### src/design/gkid_pkg.sv
// Package: register map, field positions, reset values and timing
package gkid_pkg;
    // Printed register offsets, kept as register indices
    localparam logic [31:0] SEL0_IDX = 32'h5000_1400;
    localparam logic [31:0] DEB_IDX = 32'h5000_140c;
    localparam logic [31:0] CLR_IDX = 32'h5000_140e;
    localparam logic [31:0] LVL_IDX = 32'h5000_1410;
    localparam logic [31:0] KEY_IDX = 32'h5000_1412;
    localparam logic [31:0] STAT_IDX = 32'h5000_1420;
    // Word index seen on the bus: byte address bits 7:2
    localparam logic [5:0] SEL0_WI = SEL0_IDX[5:0];
    localparam logic [5:0] DEB_WI = DEB_IDX[5:0];
    localparam logic [5:0] CLR_WI = CLR_IDX[5:0];
    localparam logic [5:0] LVL_WI = LVL_IDX[5:0];
    localparam logic [5:0] KEY_WI = KEY_IDX[5:0];
    localparam logic [5:0] STAT_WI = STAT_IDX[5:0];
    // Field positions
    localparam int DEB_VAL_LSB = 0;
    localparam int DEB_CH_LSB = 8;
    localparam int DEB_KEY_BIT = 13;
    localparam int CLR_KEY_BIT = 5;
    localparam int LOW_LSB = 0;
    localparam int WAIT_LSB = 8;
    localparam int KEN_LSB = 0;
    localparam int REP_LSB = 8;
    localparam int KLOW_BIT = 14;
    localparam int REL_BIT = 15;
    // Writable bits and values after reset
    localparam logic [15:0] DEB_MASK = 16'h3f3f;
    localparam logic [15:0] LVL_MASK = 16'h1f1f;
    localparam logic [15:0] KEY_MASK = 16'hffff;
    localparam logic [15:0] SEL_MASK = 16'h003f;
    localparam logic [15:0] REG_RST = 16'h0000;
    localparam logic [5:0] SEL_RST = 6'h00;
    // Sizes
    localparam int N_CH = 5;
    localparam int N_PINS = 32;
    localparam int N_KEYS = 8;
    localparam int MS_W = 6;
    // Millisecond tick derived from the 100 MHz clock
    localparam int MS_NS = 1000000;
    localparam int CLK_NS = 10;
    localparam int TICK_CYCLES = MS_NS / CLK_NS;
    // Bus answer state
    typedef enum logic [0:0] {
        GKID_WB_IDLE = 1'b0,
        GKID_WB_ACK = 1'b1
    } gkid_wb_t;
endpackage

### src/design/gkid_deb_if.sv
// Interface between the top and one debounce detector
`timescale 1ns/1ns
interface gkid_deb_if;
    logic cond;
    logic en;
    logic tick;
    logic [gkid_pkg::MS_W-1:0] ms;
    logic level;
    logic rise;
    logic fall;
    modport ctl (output cond, output en, output tick, output ms,
                 input level, input rise, input fall);
    modport det (input cond, input en, input tick, input ms,
                 output level, output rise, output fall);
endinterface

### src/design/gkid_debounce.sv
// Debounce detector: level follows a condition after a stable time
`timescale 1ns/1ns
module gkid_debounce (
    input wire logic clk_i,
    input wire logic rst_i,
    input wire logic ce_i,
    gkid_deb_if.det d
);
    logic lvl_r;
    logic lvl_nxt;
    logic rise_r;
    logic fall_r;
    logic [gkid_pkg::MS_W-1:0] cnt_r;
    logic [gkid_pkg::MS_W-1:0] cnt_nxt;
    wire differ = d.cond != lvl_r;
    wire bypass = !d.en || d.ms == '0;
    wire expire = ({1'b0, cnt_r} + 7'h01) >= {1'b0, d.ms};

    // Any return to the old level restarts the count
    always_comb begin
        lvl_nxt = lvl_r;
        cnt_nxt = cnt_r;
        if (!differ) begin
            cnt_nxt = '0;
        end else if (bypass) begin
            lvl_nxt = d.cond;
            cnt_nxt = '0;
        end else if (d.tick) begin
            if (expire) begin
                lvl_nxt = d.cond;
                cnt_nxt = '0;
            end else begin
                cnt_nxt = cnt_r + 6'h01;
            end
        end
    end

    // Level and one-cycle edge pulses
    always_ff @(posedge clk_i) begin
        if (rst_i) begin
            lvl_r <= 1'b0;
            cnt_r <= '0;
            rise_r <= 1'b0;
            fall_r <= 1'b0;
        end else if (ce_i) begin
            lvl_r <= lvl_nxt;
            cnt_r <= cnt_nxt;
            rise_r <= lvl_nxt & ~lvl_r;
            fall_r <= lvl_r & ~lvl_nxt;
        end
    end

    assign d.level = lvl_r;
    assign d.rise = rise_r;
    assign d.fall = fall_r;
endmodule // gkid_debounce

### src/design/gkid_irq_top.sv
// Top: pin and keypad interrupt channels behind a Wishbone slave
//
// Implementation choice: the Wishbone slave port.
`timescale 1ns/1ns
// Functional notes
// - Per-channel debounce enables in bits 12:8
// - Keypad debounce enable at bit 13
// - Keypad interrupt after N ms debounce
// - Channel clear bits 4:0, read zero
// - Keypad clear at bit 5, reads zero
// - Wait bit zero: re-interrupt right after clear
// - Wait bit one: need inactive input first
// - Channel polarity: zero high, one low
// - Optional keypad interrupt on key release
// - Keypad polarity bit 14, one means low
// - Auto-repeat every N ms while pressed
// - Repeat value zero disables the timer
// - Port 0 pin enables feed keypad
// - Six-bit pin selector, zero selects none
module gkid_irq_top #(
    parameter int TICK_CYCLES = gkid_pkg::TICK_CYCLES
) (
    input wire logic clk_i,
    input wire logic rst_i,
    input wire logic ce_i,
    input wire logic wb_cyc_i,
    input wire logic wb_stb_i,
    input wire logic wb_we_i,
    input wire logic [7:0] wb_adr_i,
    input wire logic [3:0] wb_sel_i,
    input wire logic [31:0] wb_dat_i,
    output logic [31:0] wb_dat_o,
    output logic wb_ack_o,
    input wire logic [gkid_pkg::N_PINS-1:0] pin_i,
    output logic [gkid_pkg::N_CH-1:0] channel_irq_o,
    output logic keypad_interrupt_o
);
    localparam int NC = gkid_pkg::N_CH;
    localparam int NK = gkid_pkg::N_KEYS;

    // Byte-lane merge of a write into a 16-bit register
    function automatic logic [15:0] merge16(input logic [15:0] old,
                                            input logic [31:0] wd,
                                            input logic [3:0] be,
                                            input logic [15:0] msk);
        logic [15:0] v;
        v = old;
        if (be[0]) begin
            v[7:0] = wd[7:0];
        end
        if (be[1]) begin
            v[15:8] = wd[15:8];
        end
        return v & msk;
    endfunction

    // Pin picked by a selector code; codes 1..32 map to pins 0..31
    function automatic logic pick_pin(input logic [31:0] p,
                                      input logic [5:0] code);
        logic hit;
        hit = 1'b0;
        for (int k = 1; k <= 32; k++) begin
            if (code == 6'(k)) begin
                hit = p[k-1];
            end
        end
        return hit;
    endfunction

    // Registers
    logic [15:0] deb_r;
    logic [15:0] lvl_r;
    logic [15:0] key_r;
    logic [5:0] sel_r [NC];
    logic [NC-1:0] pend_r;
    logic [NC-1:0] pend_nxt;
    logic [NC-1:0] blk_r;
    logic [NC-1:0] blk_nxt;
    logic kpend_r;
    logic kpend_nxt;
    logic [5:0] rep_r;
    logic [5:0] rep_nxt;
    logic [31:0] tick_r;
    logic [31:0] dat_r;
    gkid_pkg::gkid_wb_t st_r;
    gkid_pkg::gkid_wb_t st_nxt;
    logic [gkid_pkg::N_PINS-1:0] pin_s;
    logic [15:0] sel_rd;
    logic [NC-1:0] hit_sel;
    logic [NC-1:0] chan_cond;
    logic [NC-1:0] dlev;
    logic [NC-1:0] drise;

    // Pins come from outside the clock domain
    gkid_sync #(.W(gkid_pkg::N_PINS)) u_sync (
        .clk_i(clk_i),
        .rst_i(rst_i),
        .ce_i(ce_i),
        .d_i(pin_i),
        .q_o(pin_s)
    );

    // Bus decode; the slave answers one cycle after the request
    wire [5:0] widx = wb_adr_i[7:2];
    wire acc = ce_i && wb_cyc_i && wb_stb_i && st_r == gkid_pkg::GKID_WB_IDLE;
    wire wr = acc && wb_we_i;
    wire hit_deb = widx == gkid_pkg::DEB_WI;
    wire hit_clr = widx == gkid_pkg::CLR_WI;
    wire hit_lvl = widx == gkid_pkg::LVL_WI;
    wire hit_key = widx == gkid_pkg::KEY_WI;
    wire hit_stat = widx == gkid_pkg::STAT_WI;
    wire clr_wr = wr && hit_clr && wb_sel_i[0];

    // Control fields
    wire [5:0] deb_ms = deb_r[gkid_pkg::DEB_VAL_LSB +: 6];
    wire [NC-1:0] deb_ch_on = deb_r[gkid_pkg::DEB_CH_LSB +: NC];
    wire deb_key_on = deb_r[gkid_pkg::DEB_KEY_BIT];
    wire [NC-1:0] ch_low = lvl_r[gkid_pkg::LOW_LSB +: NC];
    wire [NC-1:0] ch_wait = lvl_r[gkid_pkg::WAIT_LSB +: NC];
    wire [NK-1:0] key_en = key_r[gkid_pkg::KEN_LSB +: NK];
    wire [5:0] rep_ms = key_r[gkid_pkg::REP_LSB +: 6];
    wire key_low = key_r[gkid_pkg::KLOW_BIT];
    wire key_rel = key_r[gkid_pkg::REL_BIT];
    wire [NC-1:0] clr_ch = clr_wr ? wb_dat_i[NC-1:0] : '0;
    wire kclr = clr_wr && wb_dat_i[gkid_pkg::CLR_KEY_BIT];

    // Millisecond tick shared by every timer; it runs free, so a timer
    // may end up to one tick early, as its first tick can come at any phase
    wire tick = ce_i && tick_r == 32'(TICK_CYCLES - 1);

    // Keypad condition: any enabled port 0 pin at its active level
    wire [NK-1:0] key_act = key_en & (pin_s[NK-1:0] ^ {NK{key_low}});
    wire kcond = |key_act;

    // One debounce detector per channel plus one for the keypad
    gkid_deb_if dif [NC+1] ();

    genvar gi;
    generate
        for (gi = 0; gi < NC + 1; gi++) begin : g_deb
            gkid_debounce u_deb (
                .clk_i(clk_i),
                .rst_i(rst_i),
                .ce_i(ce_i),
                .d(dif[gi])
            );
            assign dif[gi].tick = tick;
            assign dif[gi].ms = deb_ms;
        end
        for (gi = 0; gi < NC; gi++) begin : g_ch
            // Unassigned codes pick nothing, so polarity cannot fire them
            wire valid = sel_r[gi] != 6'h00 && sel_r[gi] <= 6'h20;
            assign chan_cond[gi] = valid && (pick_pin(pin_s, sel_r[gi]) ^ ch_low[gi]);
            assign dif[gi].cond = chan_cond[gi];
            assign dif[gi].en = deb_ch_on[gi];
            assign dlev[gi] = dif[gi].level;
            assign drise[gi] = dif[gi].rise;
            assign hit_sel[gi] = widx == 6'(gkid_pkg::SEL0_WI + 2 * gi);
        end
    endgenerate

    assign dif[NC].cond = kcond;
    assign dif[NC].en = deb_key_on;
    wire klev = dif[NC].level;
    wire krise = dif[NC].rise;
    wire kfall = dif[NC].fall;

    // Channel pending: set wins, except a clear under wait blocks
    // the still-active level until the input goes inactive
    wire [NC-1:0] hold = clr_ch & ch_wait & ~drise;
    assign pend_nxt = (dlev & ~blk_r & ~hold) | (pend_r & ~clr_ch);
    assign blk_nxt = (blk_r | hold) & dlev;

    // Auto-repeat timer restarts on any press and stops on zero
    wire rep_on = klev && rep_ms != 6'h00;
    wire rep_hit = rep_on && tick && ({1'b0, rep_r} + 7'h01) >= {1'b0, rep_ms};
    assign rep_nxt = (!rep_on || krise || rep_hit) ? 6'h00 : (tick ? rep_r + 6'h01 : rep_r);

    // Keypad events: press, optional release, repeat
    wire kev = krise || (key_rel && kfall) || rep_hit;
    assign kpend_nxt = kev || (kpend_r && !kclr);

    // Read data; the clear register always reads zero
    // Unmapped word indices fall through to zero rather than erroring
    always_comb begin
        sel_rd = 16'h0000;
        for (int i = 0; i < NC; i++) begin
            if (hit_sel[i]) begin
                sel_rd = {10'h000, sel_r[i]};
            end
        end
    end

    wire [15:0] stat = {3'h0, dlev, 1'b0, klev, kpend_r, pend_r};
    wire [15:0] rd16 = hit_deb ? deb_r :
                       hit_lvl ? lvl_r :
                       hit_key ? key_r :
                       hit_stat ? stat :
                       hit_clr ? 16'h0000 : sel_rd;

    // Bus answer state: ack lasts one cycle
    always_comb begin
        case (st_r)
            gkid_pkg::GKID_WB_IDLE: st_nxt = acc ? gkid_pkg::GKID_WB_ACK : st_r;
            gkid_pkg::GKID_WB_ACK: st_nxt = gkid_pkg::GKID_WB_IDLE;
            default: st_nxt = gkid_pkg::GKID_WB_IDLE;
        endcase
    end

    // Bus slave and tick counter
    always_ff @(posedge clk_i) begin
        if (rst_i) begin
            st_r <= gkid_pkg::GKID_WB_IDLE;
            dat_r <= 32'h0000_0000;
            tick_r <= 32'h0000_0000;
        end else if (ce_i) begin
            st_r <= st_nxt;
            if (acc) begin
                dat_r <= {16'h0000, rd16};
            end
            tick_r <= tick ? 32'h0000_0000 : tick_r + 32'h0000_0001;
        end
    end

    // Software-written control registers
    always_ff @(posedge clk_i) begin
        if (rst_i) begin
            deb_r <= gkid_pkg::REG_RST;
            lvl_r <= gkid_pkg::REG_RST;
            key_r <= gkid_pkg::REG_RST;
        end else if (wr) begin
            if (hit_deb) begin
                deb_r <= merge16(deb_r, wb_dat_i, wb_sel_i, gkid_pkg::DEB_MASK);
            end
            if (hit_lvl) begin
                lvl_r <= merge16(lvl_r, wb_dat_i, wb_sel_i, gkid_pkg::LVL_MASK);
            end
            if (hit_key) begin
                key_r <= merge16(key_r, wb_dat_i, wb_sel_i, gkid_pkg::KEY_MASK);
            end
        end
    end

    // Pin selectors, one per channel
    // Reserved selector bits are dropped at the write, so they read zero
    always_ff @(posedge clk_i) begin
        for (int i = 0; i < NC; i++) begin
            if (rst_i) begin
                sel_r[i] <= gkid_pkg::SEL_RST;
            end else if (wr && hit_sel[i]) begin
                sel_r[i] <= 6'(merge16({10'h000, sel_r[i]}, wb_dat_i, wb_sel_i,
                                       gkid_pkg::SEL_MASK));
            end
        end
    end

    // Interrupt state
    always_ff @(posedge clk_i) begin
        if (rst_i) begin
            pend_r <= '0;
            blk_r <= '0;
            kpend_r <= 1'b0;
            rep_r <= 6'h00;
        end else if (ce_i) begin
            pend_r <= pend_nxt;
            blk_r <= blk_nxt;
            kpend_r <= kpend_nxt;
            rep_r <= rep_nxt;
        end
    end

    assign wb_ack_o = st_r == gkid_pkg::GKID_WB_ACK;
    assign wb_dat_o = dat_r;
    assign channel_irq_o = pend_r;
    assign keypad_interrupt_o = kpend_r;
endmodule // gkid_irq_top

### src/design/gkid_sync.sv
// Two-stage synchroniser for the port pins
`timescale 1ns/1ns
module gkid_sync #(
    parameter int W = gkid_pkg::N_PINS
) (
    input wire logic clk_i,
    input wire logic rst_i,
    input wire logic ce_i,
    input wire logic [W-1:0] d_i,
    output logic [W-1:0] q_o
);
    logic [W-1:0] s1_r;
    logic [W-1:0] s2_r;

    // Only the second stage is read
    always_ff @(posedge clk_i) begin
        if (rst_i) begin
            s1_r <= '0;
            s2_r <= '0;
        end else if (ce_i) begin
            s1_r <= d_i;
            s2_r <= s1_r;
        end
    end

    assign q_o = s2_r;
endmodule // gkid_sync

### config.mk
export PLATFORM = sky130hd
export DESIGN_NAME = gkid_irq_top
export DESIGN_NICKNAME = d
export VERILOG_FILES = /design/src/design/gkid_pkg.sv /design/src/design/gkid_deb_if.sv /design/src/design/gkid_debounce.sv /design/src/design/gkid_irq_top.sv /design/src/design/gkid_sync.sv
export SDC_FILE = /design/constraint.sdc
export NUM_CORES = 1
export LEC_CHECK = 0
export ABC_AREA = 1
export BUFFER_PORTS_ARGS = -buffer_cell sky130_fd_sc_hd__clkbuf_2
export CAP_MARGIN = 40
export CORE_MARGIN = 10
export CORE_UTILIZATION = 50
export CTS_CLUSTER_DIAMETER = 50
export DETAILED_ROUTE_END_ITERATION = 8
export PLACE_DENSITY = 0.68
export SLEW_MARGIN = 20
export SYNTH_ARGS = -nofsm -noshare
export SYNTH_HDL_FRONTEND = slang
export SYNTH_SLANG_ARGS = --single-unit
### constraint.sdc
create_clock -name clk_i -period 3 [get_ports clk_i]
set_input_delay 0.75 -clock clk_i [delete_from_list [all_inputs] [get_ports clk_i]]
set_output_delay 0.75 -clock clk_i [all_outputs]
set_load 0.05 [all_outputs]
==> flow_summary.toml <==
[timing]
hold_violations = 0
finalCritPeriodShare = 1.06
skew_ns = 0.0176
maxSlewViolCount = 0
finalSetupViolCount = 28
max_freq_mhz = 316
setup_slack_ns = -0.168
fin_crit_ns = 3.17
slew_headroom = 0.397
grt_setup_unrepaired = "yes"
worst-slew-pin-transition_ns = 0.905

[synthesis]
postSynthCellCount = 2196
avgSynthCellArea_um2 = 6.85
ys_types = 55
ys_seq_area_frac = 0.349
async_flop_share = 0
ys_top_cells_by_area = "dfxtp_1, nor2_1, nand2_1"
ys_ff_latch = 247
ys_warn_count = 0
synth-edff-count = 30
synth_flop_cell = "dfxtp_1"
yosys.area.top_type = "dfxtp_1"
syn-cell-area_um2 = 15000
yosysTopAreaCellShare = 0.289

[floorplanning]
dieWidth_um = 193
die-area_um2 = 37400
die_h_um = 193
ios = 121
num_rows = 63
core-area_um2 = 29600
initial_core_util = 0.508

[placed_design]
place_congestion = 0.991
hpwl_um = 38100
port_buffers = 84
place_area_um2 = 17000
dp_slack_ns = -0.241

[setup_path]
crit_arrival_ns = 3.63
worstSetupPathType = "reg2reg"
crit_required_ns = 3.46
crit_path_start_kind = "register"
regToRegSetupSlack_ns = -0.17
reg2reg_from = "sel_r[3][0]"
worstPathMaxFanout = 7
critPathLaunch = "sel_r[3][0]"
worstSetupEndpointType = "register"

[status]
status = "finished with violations"
violations = "negative setup slack"

[global_routing]
overflow = 0
grt_pass1_wl_um = 80800
grtUsageTotal = 0.257
antenna_found_initial = 0
grt_max_degree = 92
grt_pass1_vias = 15500

[power_and_ir_drop]
power_leakage_nw = 8.09
irDropWorstVdd_mv = 0.435
p_switching_mw = 2.38
p_total_mw = 8.50
p_per_area_nw_per_um2 = 450
p_int_mw = 6.12
seqPwrFrac = 0.424
combPwrFrac = 0.138
switching_share = 0.280
p_clk_frac = 0.438

[cts]
cts.sinks = 247
htree_levels = 1
cts_buffer_depth = 3
clkTransAtPathRegs_ns = 0.06
cts_tree = "built"
clock-root-buffer = "clkbuf_16"
clk_latency_ns = 0.57
cts_buffers = 31

[cells_and_area]
final_layout_size_suffix_gt1_frac = 0.215
fillCellCount = 2754
nets = 2578
layout_commonest_cell = "nor2_1"
design_area_um2 = 18900
insertedDiodeCount = 0
seqCellArea_um2 = 5250
syn_to_final_growth_pct = 25.4
final_cell_mix = "nor2_1, nand2_1, inv_1"
final_util = 0.637
multi_input_comb_area_um2 = 8910

[routing]
avgViaCountPerCell = 5.69
drc = 0
wl_um = 51200
antenna_left = 0
firstDrtPassIters = 6
post_drt_wl_per_cell_um = 17.9
vias = 16300
drtIter0Drc = 1459

[worst_hold_path]
hp-start = "pin_i[23]"
hold_class = "in2reg"

[flow_run]
drv_cap = 0
-- synthesized netlist by cell type (12+ instances only) --
| cell type | count |
|---|---|
| o221ai_1 | 12 |
| buf_4 | 20 |
| a21oi_1 | 137 |
| nand3_1 | 158 |
| nand2_1 | 338 |
| dfxtp_1 | 217 |
| edfxtp_1 | 30 |
| nor2_2 | 20 |
| nor3_1 | 33 |
| ha_1 | 50 |
| o21ai_0 | 174 |
| nand3_2 | 19 |
| o211ai_1 | 13 |
| nor4_1 | 19 |
| xor2_1 | 33 |
| nor2_1 | 348 |
| nand4_1 | 96 |
| inv_1 | 262 |
| clkbuf_1 | 58 |
-- cell families (layout without fill, tap and decap cells) --
group / Yosys count / in the layout / share of synthesized area
AND/OR/NAND/NOR: 1072 / 1072 / 0.329
flip-flops: 247 / 247 / 0.349
adder cells (fa/ha/maj): 50 / 50 / 0.0416
buffers and inverters: 370 / 628 / 0.0989
XOR/XNOR: 36 / 36 / 0.0210
other: 1 / 16 / 0.000249
AO/OA/AOI/OAI: 420 / 420 / 0.161
-- layer usage --
layer | up-vias | GRT usage | part of all wire
li1 | 7875 | - | -
met1 | 7656 | 0.336 | 0.43
met2 | 616 | 0.419 | 0.46
met3 | 107 | 0.0467 | 0.081
met4 | 0 | 0.0795 | 0.027
met5 | - | 0 | 0
-- what timing repair did --
action,in CTS,in global routing
gates cloned,1,0
hold buffers,0,0
buffers inserted,22,9
hold endpoints to repair,0,0
pin swaps,32,51
setup endpoints to repair,36,46
resized for setup,86,69
-- flip-flops by register name, summed over array words and instances (netlist names) --
register	cells
tick_r	32
u_sync.s1_r	32
sel_r	30
g_deb.u_deb.cnt_r	36
deb_r	12
key_r	16
keypad_interrupt_o	1
g_deb.u_deb.d.level	6
g_deb.u_deb.d.rise	6
lvl_r	10
u_sync.q_o	32
rep_r	6
wb_dat_o	16
wb_ack_o	1
g_deb.u_deb.d.fall	1
channel_irq_o	5
blk_r	5
-- through the flow --
step,hold slack [ns],instances,TNS (ns)
after floorplan,0.439,2211,0
after global placement,0.448,2774,-3.21
after detailed placement,0.456,2774,-4.31
after CTS,0.391,2851,-2.42
after global routing,0.413,2859,-13.84
final,0.409,2859,-2.94
-- layout make-up --
cell class | count | share of cell area
clock buffers | 40 | 0.0461
clock inverters | 16 | 0.00849
inverters | 277 | 0.0554
multi-input cells | 1594 | 0.472
flip-flops and latches | 247 | 0.278
well taps | 390 | 0.0259
repair buffers | 295 | 0.114
-- worst max-delay path: stages, from the launching register on --
cell,delay (ns)
edfxtp_1,0.46
inv_2,0.09
buf_4,0.14
buf_4,0.12
nor4_1,0.35
nand2_1,0.08
nand2_1,0.08
nand4_1,0.13
nor3_2,0.13
nand4_1,0.11
nor2_1,0.10
nand4_1,0.08
nand2_1,0.08
nand2_1,0.05
nand2_1,0.05
nand4_1,0.09
buf_6,0.15
nand3_4,0.10
nand4_1,0.14
nand2_4,0.16
nand2_4,0.10
nand2_4,0.12
nand2_1,0.06
nand2_1,0.06
nor2_1,0.04
-- final timing paths --
kind	end	depth (start not counted)
max	g_deb[3].u_deb.cnt_r[2]	24
min	u_sync.s1_r[23]	3
min reg2reg	blk_r[0]	2
max reg2reg	g_deb[3].u_deb.cnt_r[2]	24
-- power groups by stage --
stage          Sequential (mW)  Clock [mW]  Combinational [mW]
2_1_floorplan             3.63           0               0.621
3_3_place_gp              3.66           0                1.02
3_5_place_dp              3.66           0                1.04
4_1_cts                   3.59        3.76                1.10
5_1_grt                   3.61        3.91                1.28
6_report                  3.60        3.72                1.17
Power figures use the tool's default switching activity.
